`config.mk`:
```
export PLATFORM = sky130hd
export DESIGN_NAME = mhc_bank
export DESIGN_NICKNAME = d
export VERILOG_FILES = /design/src/mhc_pkg.sv /design/src/mhc_bank.sv
export VERILOG_INCLUDE_DIRS = /design/src
export SDC_FILE = /design/constraint.sdc
export NUM_CORES = 1
export LEC_CHECK = 0
export BUFFER_PORTS_ARGS = -buffer_cell sky130_fd_sc_hd__buf_4
export CORE_ASPECT_RATIO = 0.9
export CORE_UTILIZATION = 45
export DETAILED_ROUTE_END_ITERATION = 10
export PLACE_DENSITY = 0.82
export SYNTH_ARGS = -nofsm -noshare
export SYNTH_HDL_FRONTEND = slang
export SYNTH_SLANG_ARGS = --single-unit
```
`constraint.sdc`:
```
create_clock -name clk_sys -period 3.05 [get_ports clk_sys]
set_input_delay 0.1525 -clock clk_sys [delete_from_list [all_inputs] [get_ports clk_sys]]
set_output_delay 0.1525 -clock clk_sys [all_outputs]
set_load 0.03 [all_outputs]
```
`src/mhc_defs.svh`:
```
// Register offsets, field positions and reset values of the misc and headphone control bank.
`ifndef MHC_DEFS_SVH
`define MHC_DEFS_SVH
`define MHC_ADDR_W 8
`define MHC_OFF_MISC 8'h0a
`define MHC_OFF_HP 8'h0b
`define MHC_OFF_IRQ_STAT 8'h20
`define MHC_OFF_IRQ_CLR 8'h21
`define MHC_OFF_IRQ_EN 8'h22
`define MHC_MISC_RST 16'h0800
`define MHC_HP_RST 16'h0000
`define MHC_MISC_WMASK 16'h7f9f
`define MHC_BIT_PWM_GLOBAL 14
`define MHC_BIT_CLK_TYPE 13
`define MHC_BIT_PWM_CH_LO 7
`define MHC_BIT_LOCK2 6
`define MHC_BIT_LOCK1 5
`define MHC_BIT_CLK_OUT_EN 4
`define MHC_BIT_CLK_SEL_LO 1
`define MHC_BIT_PLL_EN 0
`define MHC_BIT_PWM_PATTERN 12
`define MHC_BIT_DAC_OFFSET_OFF 11
`define MHC_BIT_HP_MUTE 7
`define MHC_BIT_HP_SCP 6
`define MHC_BIT_HP_NOTRI 5
`define MHC_HP_GAIN_PLUS 5'h1f
`define MHC_IRQ_W 4
`endif

```
`src/mhc_pkg.sv`:
```
// Types shared by the misc and headphone control bank.
package mhc_pkg;
  typedef struct packed {
    logic [7:0] addr;
    logic [15:0] wdata;
    logic wr;
    logic rd;
  } mhc_bus_req_type;

  typedef struct packed {
    logic mute;
    logic short_protect;
    logic tristate;
    logic gain_boost;
    logic [4:0] atten_steps;
  } mhc_hp_ctrl_type;

  typedef enum logic [2:0] {
    MHC_SEL_XTAL, MHC_SEL_PROC, MHC_SEL_ENGINE, MHC_SEL_SRC_HALF, MHC_SEL_MOD
  } mhc_clk_src_type;
endpackage

```
`src/mhc_bank.sv`:
```
// Misc control low fields and headphone control register bank with lock interrupts.
//
// The address-and-strobe port was chosen for this implementation.
`timescale 1ns/1ns
`include "mhc_defs.svh"

module mhc_bank (
  // Clock and reset.
  input wire logic clk_sys,
  input wire logic nrst,
  // Register port.
  input wire mhc_pkg::mhc_bus_req_type bus_req,
  output logic [15:0] bus_rdata,
  // Source clocks and converter status.
  input wire logic clk_xtal,
  input wire logic clk_pll_xtal,
  input wire logic clk_proc,
  input wire logic clk_engine,
  input wire logic clk_src_half,
  input wire logic clk_mod,
  input wire logic rate_converter_one_lock,
  input wire logic rate_converter_two_lock,
  // PWM path.
  input wire logic [3:0] pwm_in,
  output logic [3:0] pwm_out,
  output logic [3:0] pwm_ch_active,
  // Clock output, PLL, PWM pattern and DAC offset controls.
  output logic clk_ref_out,
  output logic pll_enable,
  output logic pwm_pattern_en,
  output logic dac_mod_offset_off,
  // Headphone controls.
  output mhc_pkg::mhc_hp_ctrl_type headphone_one_ctrl,
  // Interrupt.
  output logic irq
);
  logic [15:0] misc_q;
  logic [15:0] hp_q;
  logic [1:0] lock_q;
  logic [1:0] lock_prev_q;
  logic [3:0] irq_stat_q;
  logic [3:0] irq_en_q;
  logic [3:0] irq_evt;
  logic [15:0] rdata_d;
  logic [15:0] rdata_q;
  logic [15:0] misc_view;
  logic sel_clk;
  mhc_pkg::mhc_clk_src_type clk_src;

  wire wr_misc = bus_req.wr && bus_req.addr == `MHC_OFF_MISC;
  wire wr_hp = bus_req.wr && bus_req.addr == `MHC_OFF_HP;
  wire wr_clr = bus_req.wr && bus_req.addr == `MHC_OFF_IRQ_CLR;
  wire wr_en = bus_req.wr && bus_req.addr == `MHC_OFF_IRQ_EN;

  // Lock bits are kept out of the stored copy so writes cannot touch them.
  always_ff @(posedge clk_sys) begin
    if (!nrst) begin
      misc_q <= `MHC_MISC_RST;
    end else if (wr_misc) begin
      misc_q <= bus_req.wdata & `MHC_MISC_WMASK;
    end
  end

  // Stored fields change only on a write to their own address.
  a_misc_write: assert property (@(posedge clk_sys) disable iff (!nrst)
    wr_misc |=> misc_q == ($past(bus_req.wdata) & `MHC_MISC_WMASK))
    else $error("misc register not loaded from masked write");

  a_misc_hold: assert property (@(posedge clk_sys) disable iff (!nrst)
    !wr_misc |=> $stable(misc_q))
    else $error("misc register changed without a write");

  always_ff @(posedge clk_sys) begin
    if (!nrst) begin
      hp_q <= `MHC_HP_RST;
    end else if (wr_hp) begin
      hp_q <= {8'h00, bus_req.wdata[7:0]};
    end
  end

  // Headphone controls follow the register one cycle after the write.
  a_hp_unmute: assert property (@(posedge clk_sys) disable iff (!nrst)
    wr_hp && !bus_req.wdata[`MHC_BIT_HP_MUTE] |=> !headphone_one_ctrl.mute)
    else $error("mute still set after clearing write");

  a_hp_atten: assert property (@(posedge clk_sys) disable iff (!nrst)
    wr_hp && bus_req.wdata[4:0] != `MHC_HP_GAIN_PLUS |=> !headphone_one_ctrl.gain_boost &&
    headphone_one_ctrl.atten_steps == $past(bus_req.wdata[4:0]))
    else $error("attenuation code not passed through");

  a_hp_hold: assert property (@(posedge clk_sys) disable iff (!nrst)
    !wr_hp |=> $stable(headphone_one_ctrl))
    else $error("headphone controls changed without a write");

  a_hp_rst_mute: assert property (@(posedge clk_sys)
    $rose(nrst) |-> !headphone_one_ctrl.mute)
    else $error("headphone not unmuted after reset");

  a_hp_rst_scp: assert property (@(posedge clk_sys)
    $rose(nrst) |-> !headphone_one_ctrl.short_protect)
    else $error("short protect on after reset");

  a_hp_rst_tri: assert property (@(posedge clk_sys)
    $rose(nrst) |-> headphone_one_ctrl.tristate)
    else $error("tristating not in effect after reset");

  always_ff @(posedge clk_sys) begin
    if (!nrst) begin
      lock_q <= 2'h0;
      lock_prev_q <= 2'h0;
    end else begin
      lock_q <= {rate_converter_two_lock, rate_converter_one_lock};
      lock_prev_q <= lock_q;
    end
  end

  a_lock_follow: assert property (@(posedge clk_sys) disable iff (!nrst)
    $past(nrst) |-> lock_q == {$past(rate_converter_two_lock), $past(rate_converter_one_lock)})
    else $error("lock flags do not follow the converters");

  a_lock_reset: assert property (@(posedge clk_sys)
    $rose(nrst) |-> lock_q == 2'h0)
    else $error("lock flags not clear after reset");

  // Events: bit0/1 gain lock of converter one/two, bit2/3 lose it.
  assign irq_evt = {lock_prev_q & ~lock_q, lock_q & ~lock_prev_q};

  always_ff @(posedge clk_sys) begin
    if (!nrst) begin
      irq_stat_q <= 4'h0;
    end else begin
      irq_stat_q <= (irq_stat_q & ~(wr_clr ? bus_req.wdata[3:0] : 4'h0)) | irq_evt;
    end
  end

  always_ff @(posedge clk_sys) begin
    if (!nrst) begin
      irq_en_q <= 4'h0;
    end else if (wr_en) begin
      irq_en_q <= bus_req.wdata[3:0];
    end
  end

  assign irq = |(irq_stat_q & irq_en_q);

  // A new event must survive a clear written in the same cycle.
  a_evt_sticky: assert property (@(posedge clk_sys) disable iff (!nrst)
    |irq_evt |=> (irq_stat_q & $past(irq_evt)) == $past(irq_evt))
    else $error("lock event lost from status");

  a_irq_clear: assert property (@(posedge clk_sys) disable iff (!nrst)
    wr_clr && irq_evt == 4'h0 |=> (irq_stat_q & $past(bus_req.wdata[3:0])) == 4'h0)
    else $error("status bit not cleared by write of one");

  a_irq_enable: assert property (@(posedge clk_sys) disable iff (!nrst)
    wr_en |=> irq_en_q == $past(bus_req.wdata[3:0]))
    else $error("interrupt enable not loaded");

  a_irq_quiet: assert property (@(posedge clk_sys) disable iff (!nrst)
    irq_en_q == 4'h0 |-> !irq)
    else $error("interrupt raised with nothing enabled");

  always_comb begin
    misc_view = misc_q;
    misc_view[`MHC_BIT_LOCK2] = lock_q[1];
    misc_view[`MHC_BIT_LOCK1] = lock_q[0];
  end

  always_comb begin
    rdata_d = 16'h0000;
    unique case (bus_req.addr)
      `MHC_OFF_MISC: rdata_d = misc_view;
      `MHC_OFF_HP: rdata_d = hp_q;
      `MHC_OFF_IRQ_STAT: rdata_d = {12'h000, irq_stat_q};
      `MHC_OFF_IRQ_EN: rdata_d = {12'h000, irq_en_q};
      default: rdata_d = 16'h0000;
    endcase
  end

  always_ff @(posedge clk_sys) begin
    if (!nrst) begin
      rdata_q <= 16'h0000;
    end else if (bus_req.rd) begin
      rdata_q <= rdata_d;
    end else begin
      rdata_q <= 16'h0000;
    end
  end

  assign bus_rdata = rdata_q;

  // Read data stand only in the cycle after the read strobe.
  a_rd_idle: assert property (@(posedge clk_sys) disable iff (!nrst)
    !bus_req.rd |=> bus_rdata == 16'h0000)
    else $error("read data present without a read");

  a_rd_hp: assert property (@(posedge clk_sys) disable iff (!nrst)
    bus_req.rd && bus_req.addr == `MHC_OFF_HP |=> bus_rdata == $past(hp_q))
    else $error("headphone read data wrong");

  a_rd_b15: assert property (@(posedge clk_sys) disable iff (!nrst)
    bus_req.rd && bus_req.addr == `MHC_OFF_MISC |=> !bus_rdata[15])
    else $error("unimplemented ready flag reads set");

  a_rd_unmapped: assert property (@(posedge clk_sys) disable iff (!nrst)
    bus_req.rd && bus_req.addr != `MHC_OFF_MISC && bus_req.addr != `MHC_OFF_HP &&
    bus_req.addr != `MHC_OFF_IRQ_STAT && bus_req.addr != `MHC_OFF_IRQ_EN |=>
    bus_rdata == 16'h0000)
    else $error("unmapped read returned data");

  // Channel gating by own enable and global enable.
  genvar gi;
  generate
    for (gi = 0; gi < 4; gi++) begin : g_pwm
      always_ff @(posedge clk_sys) begin
        if (!nrst) begin
          pwm_ch_active[gi] <= 1'b0;
          pwm_out[gi] <= 1'b0;
        end else begin
          pwm_ch_active[gi] <= misc_q[`MHC_BIT_PWM_CH_LO + gi] &&
                               misc_q[`MHC_BIT_PWM_GLOBAL];
          pwm_out[gi] <= pwm_in[gi] && misc_q[`MHC_BIT_PWM_CH_LO + gi] &&
                         misc_q[`MHC_BIT_PWM_GLOBAL];
        end
      end
    end
  endgenerate

  a_pwm_active: assert property (@(posedge clk_sys) disable iff (!nrst)
    $past(nrst) |-> pwm_ch_active ==
    ($past(misc_q[10:7]) & {4{$past(misc_q[`MHC_BIT_PWM_GLOBAL])}}))
    else $error("channel active state does not follow the enables");

  a_pwm_pass: assert property (@(posedge clk_sys) disable iff (!nrst)
    $past(nrst) |-> pwm_out == ($past(pwm_in) & pwm_ch_active))
    else $error("enabled channel does not pass its stream");

  a_pwm_low: assert property (@(posedge clk_sys) disable iff (!nrst)
    (pwm_out & ~pwm_ch_active) == 4'h0)
    else $error("disabled channel output not at ground");

  always_comb begin
    unique casez (misc_q[3:1])
      3'b000: clk_src = mhc_pkg::MHC_SEL_XTAL;
      3'b001: clk_src = mhc_pkg::MHC_SEL_PROC;
      3'b010: clk_src = mhc_pkg::MHC_SEL_ENGINE;
      3'b011: clk_src = mhc_pkg::MHC_SEL_SRC_HALF;
      default: clk_src = mhc_pkg::MHC_SEL_MOD;
    endcase
  end

  always_comb begin
    unique case (clk_src)
      mhc_pkg::MHC_SEL_XTAL: sel_clk = clk_pll_xtal;
      mhc_pkg::MHC_SEL_PROC: sel_clk = clk_proc;
      mhc_pkg::MHC_SEL_ENGINE: sel_clk = clk_engine;
      mhc_pkg::MHC_SEL_SRC_HALF: sel_clk = clk_src_half;
      default: sel_clk = clk_mod;
    endcase
  end

  // The output clock path is combinational so the source rate is passed through.
  assign clk_ref_out = misc_q[`MHC_BIT_CLK_OUT_EN] &&
                       (misc_q[`MHC_BIT_CLK_TYPE] ? sel_clk : clk_xtal);

  assign pll_enable = misc_q[`MHC_BIT_PLL_EN];
  assign pwm_pattern_en = misc_q[`MHC_BIT_PWM_PATTERN];
  assign dac_mod_offset_off = misc_q[`MHC_BIT_DAC_OFFSET_OFF];

  a_sel_xtal: assert property (@(posedge clk_sys) disable iff (!nrst)
    misc_q[3:1] == 3'b000 |-> clk_src == mhc_pkg::MHC_SEL_XTAL)
    else $error("zero select not crystal clock");

  a_sel_proc: assert property (@(posedge clk_sys) disable iff (!nrst)
    misc_q[3:1] == 3'b001 |-> clk_src == mhc_pkg::MHC_SEL_PROC)
    else $error("select one not processor clock");

  a_sel_engine: assert property (@(posedge clk_sys) disable iff (!nrst)
    misc_q[3:1] == 3'b010 |-> clk_src == mhc_pkg::MHC_SEL_ENGINE)
    else $error("select two not engine clock");

  a_sel_half: assert property (@(posedge clk_sys) disable iff (!nrst)
    misc_q[3:1] == 3'b011 |-> clk_src == mhc_pkg::MHC_SEL_SRC_HALF)
    else $error("select three not half converter clock");

  a_clk_internal: assert property (@(posedge clk_sys) disable iff (!nrst)
    misc_q[`MHC_BIT_CLK_OUT_EN] && misc_q[`MHC_BIT_CLK_TYPE] && misc_q[3:1] == 3'b001 |->
    clk_ref_out == clk_proc)
    else $error("processor clock not routed to the output");

  always_comb begin
    headphone_one_ctrl.mute = hp_q[`MHC_BIT_HP_MUTE];
    headphone_one_ctrl.short_protect = hp_q[`MHC_BIT_HP_SCP];
    headphone_one_ctrl.tristate = !hp_q[`MHC_BIT_HP_NOTRI];
    headphone_one_ctrl.gain_boost = hp_q[4:0] == `MHC_HP_GAIN_PLUS;
    headphone_one_ctrl.atten_steps = (hp_q[4:0] == `MHC_HP_GAIN_PLUS) ? 5'h00 : hp_q[4:0];
  end

  a_pwm_gate: assert property (@(posedge clk_sys) disable iff (!nrst)
    !misc_q[`MHC_BIT_PWM_GLOBAL] |=> pwm_out == 4'h0)
    else $error("pwm output active without global enable");
  a_pwm_reset: assert property (@(posedge clk_sys)
    $rose(nrst) |-> pwm_out == 4'h0 && misc_q[10:7] == 4'h0)
    else $error("pwm not idle after reset");
  a_lock_live: assert property (@(posedge clk_sys) disable iff (!nrst)
    bus_req.rd && bus_req.addr == `MHC_OFF_MISC |=>
    bus_rdata[6:5] == $past(lock_q))
    else $error("lock read does not match live state");
  a_lock_ro: assert property (@(posedge clk_sys) disable iff (!nrst)
    wr_misc |=> misc_q[6:5] == 2'h0)
    else $error("lock bits stored from write");
  a_clk_off: assert property (@(posedge clk_sys) disable iff (!nrst)
    !misc_q[`MHC_BIT_CLK_OUT_EN] |-> !clk_ref_out)
    else $error("clock out while disabled");
  a_sel_mod: assert property (@(posedge clk_sys) disable iff (!nrst)
    misc_q[3] |-> clk_src == mhc_pkg::MHC_SEL_MOD)
    else $error("1xx select not modulator clock");
  a_clk_type: assert property (@(posedge clk_sys) disable iff (!nrst)
    misc_q[`MHC_BIT_CLK_OUT_EN] && !misc_q[`MHC_BIT_CLK_TYPE] |-> clk_ref_out == clk_xtal)
    else $error("crystal not routed when type is zero");
  a_hp_mute: assert property (@(posedge clk_sys) disable iff (!nrst)
    wr_hp && bus_req.wdata[7] |=> headphone_one_ctrl.mute)
    else $error("mute not immediate");
  a_hp_tri: assert property (@(posedge clk_sys) disable iff (!nrst)
    wr_hp |=> headphone_one_ctrl.tristate == !$past(bus_req.wdata[5]))
    else $error("tristate sense wrong");
  a_hp_scp: assert property (@(posedge clk_sys) disable iff (!nrst)
    wr_hp |=> headphone_one_ctrl.short_protect == $past(bus_req.wdata[6]))
    else $error("short protect not following write");
  a_hp_gain: assert property (@(posedge clk_sys) disable iff (!nrst)
    wr_hp && bus_req.wdata[4:0] == `MHC_HP_GAIN_PLUS |=> headphone_one_ctrl.gain_boost &&
    headphone_one_ctrl.atten_steps == 5'h00)
    else $error("code 31 not mapped to boost");
endmodule

```
==> metrics.txt <==
outcome=completed; # H-tree levels=2; largest net degree at the start of global routing=42; Syn. warnings=0; GR peak layer=met2; post-synth net total=approximately 250; Max stage delay on crit path=roughly 510 ps; Clk pwr share=0.333; final worst path period share=0.572; VDD IR max=around 0.00030 V; Tightest Pin Transition=approximately 600 ps; Design Area, Final=between 2000 and 3000 sq um; residual DRC count=0; via count=1748; die area=slightly above 5000 sq um; Final TNS setup=0 ps; count of hold-fix buffers inserted at cts=0; CTS tree=done; commonest non-fill, non-tap cells in the layout=buf_4, dfxtp_1, mux2i_1; clk slew on worst S/H paths=100 ps; sequential share of power=0.601; Clock Tree Buf Depth=2; # Post-CTS Setup Buffers=0; die height=~68 microns; Iteration-0 DRC Markers=between 80 and 90; core area=4580 sq um; Die W=roughly 76 microns; RSZ-0062 raised after global routing=false; CTS Buf Count=5; met2 Use GR=0.311; initial antenna violation count=0; Power Dens Cells=roughly 430 nW/um^2; met3 Use GR=0.0515; Syn Area/Cell=around 11 sq um; drt pass-1 iters=4; Mapped Area=between 2000 and 2500 sq um; vias in the first global route=between 1500 and 2000; internal power=0.951 mW; WL final=between 4 and 5 mm; final setup skew=~3.9 ps; commonest non-fill, non-tap cell in the layout=buf_4; Seq/Total Area, Yosys=0.509; Skew-Pair Late Insertion Delay=a little over 300 ps; Period minus WS final=around 1700 ps; num ports=roughly 80; Core Util, Final=0.631; Overall Power=~1.2 mW; Hold Path Class=input port to register; Syn Inst Count=roughly 210; antenna-violating nets left=0; placer congestion estimate=around 0.87; Logic pwr share=0.065; Routed WL per cell=between 10 and 15 microns; CP Cell Sequence=mux4_2 -> mux2i_1 -> a21oi_1 -> buf_4; Syn-to-layout area delta=31.1%; Antenna diodes=0; max cap viols=0; crit-path leading delay family=multiplexers; Critical Path RT=around 2900 ps; clock root cell=clkbuf_8; Hold Slack=about 42 ps; # rows=23; CP Data Arrival Time=roughly 1600 ps; Vias per Instance=roughly 5; Final Hold Viols=0; Crit. End Element=output port; post-synth cell types=35; Max Transition Viols Final=0; NetSw=between 0.2 and 0.3 mW; #FFs+latches synth=56; max_slew headroom=0.593; startpoint types=register; post-CTS sizing=0; fin nets=~320; Worst Path Buf+Inv=1; Worst Setup Path Type=register to output port; HPWL Detailed=3.53 mm; Crit Path Max Fanout=3; Critical-path top delay cell=mux4_2; Clock Sinks=56; placement-stage cell area=2790 sq um; leak pwr=1.19 nW; GRT Total Usage=0.189; FMAX=~0.57 GHz; Setup violations, final=0; first-pass GRT wire length=approximately 7.3 mm; grt total ovfl=0; PortBufs=75; share of cells above drive strength 1=0.338; GR Util met1=0.242; Initial Util=0.481; net switching fraction of the power=0.229
-- final cells by class --
cell class                 instances  area, sq um
clock buffer                       5         68.8
clock inverter                     3         25.0
fill                             383         1690
inverter                           8         30.0
multi-input combinational        135          987
sequential                        56         1120
tap                               62         77.6
timing repair buffer              77          578
-- Yosys cell counts --
| library cell | n | share of area |
|---|---|---|
| buf_6 | 2 | 0.010 |
| nor3_4 | 1 | 0.0074 |
| mux4_2 | 1 | 0.010 |
| nor3_2 | 1 | 0.0045 |
| nand2_1 | 13 | 0.022 |
| and2_1 | 20 | 0.057 |
| or4_1 | 1 | 0.0034 |
| nand3_1 | 5 | 0.011 |
| nor3_1 | 1 | 0.0023 |
| a21oi_1 | 3 | 0.0068 |
| o21ai_0 | 1 | 0.0023 |
| a22oi_1 | 2 | 0.0068 |
| nor4_2 | 1 | 0.0057 |
| clkbuf_1 | 5 | 0.0085 |
| nand3b_1 | 1 | 0.0034 |
| nor4_4 | 1 | 0.0097 |
| nand2b_1 | 2 | 0.0057 |
| a32o_1 | 2 | 0.0091 |
| and3_1 | 4 | 0.011 |
| dfxtp_1 | 56 | 0.51 |
| nor2b_1 | 20 | 0.057 |
| nand4_1 | 1 | 0.0028 |
| or4_4 | 1 | 0.0051 |
| mux2i_1 | 26 | 0.12 |
| conb_1 | 1 | 0.0017 |
| o21bai_1 | 1 | 0.0034 |
| inv_1 | 8 | 0.014 |
| a31o_2 | 1 | 0.0040 |
| a21boi_0 | 4 | 0.014 |
| nor4_1 | 2 | 0.0057 |
| nor2_1 | 9 | 0.015 |
| buf_4 | 3 | 0.010 |
| a31o_1 | 1 | 0.0040 |
| mux2_2 | 4 | 0.020 |
| a222oi_1 | 4 | 0.018 |
-- power groups by stage --
stage | clock (mW) | combinational (mW) | sequential, mW
after global placement | 0 | 0.0799 | 0.759
after CTS | 0.427 | 0.0811 | 0.742
final | 0.411 | 0.0809 | 0.742
after detailed placement | 0 | 0.0810 | 0.759
after global routing | 0.456 | 0.0865 | 0.744
after floorplan | 0 | 0.0341 | 0.757
-- per-layer routing --
| layer | routed length [microns] | share of wire | vias up |
|---|---|---|---|
| met4 | 44 | 0.0092 | 0 |
| met3 | 416 | 0.087 | 7 |
| met1 | 2130 | 0.45 | 800 |
| li1 | - | - | 858 |
| met2 | 2190 | 0.46 | 83 |
| met5 | 0 | 0 | - |
-- final timing paths --
kind | from | end | slack, ps | cells after the start
max | misc_q[1] | clk_ref_out | 1300 | 4
min | pwm_in[3] | pwm_out[3] | 40 | 2
max reg2reg | misc_q[1] | bus_rdata[1] | 1840 | 3
min reg2reg | misc_q[9] | bus_rdata[9] | 480 | 1
-- per-stage QoR --
step           cells  setup slack [ps]
4_1_cts          346              1290
3_3_place_gp     338              1170
3_5_place_dp     338              1100
6_report         346              1300
2_1_floorplan    209              1320
5_1_grt          346              1180
-- state kept, by name (all words and copies together) (netlist names) --
register and cells:
pwm_ch_active 4, lock_q 2, irq_stat_q 4, misc_q 13
lock_prev_q 2, hp_q 8, pwm_out 4, irq_en_q 4
bus_rdata 15
-- cell families after synthesis --
group / Yosys count / share of synthesized area
and+or+nand+nor: 84 / 0.230
AOI/OAI and AO/OA: 19 / 0.0682
muxes: 31 / 0.149
other: 1 / 0.00170
buffers and inverters: 18 / 0.0426
DFF: 56 / 0.509
(Power assumes the default switching activity.)
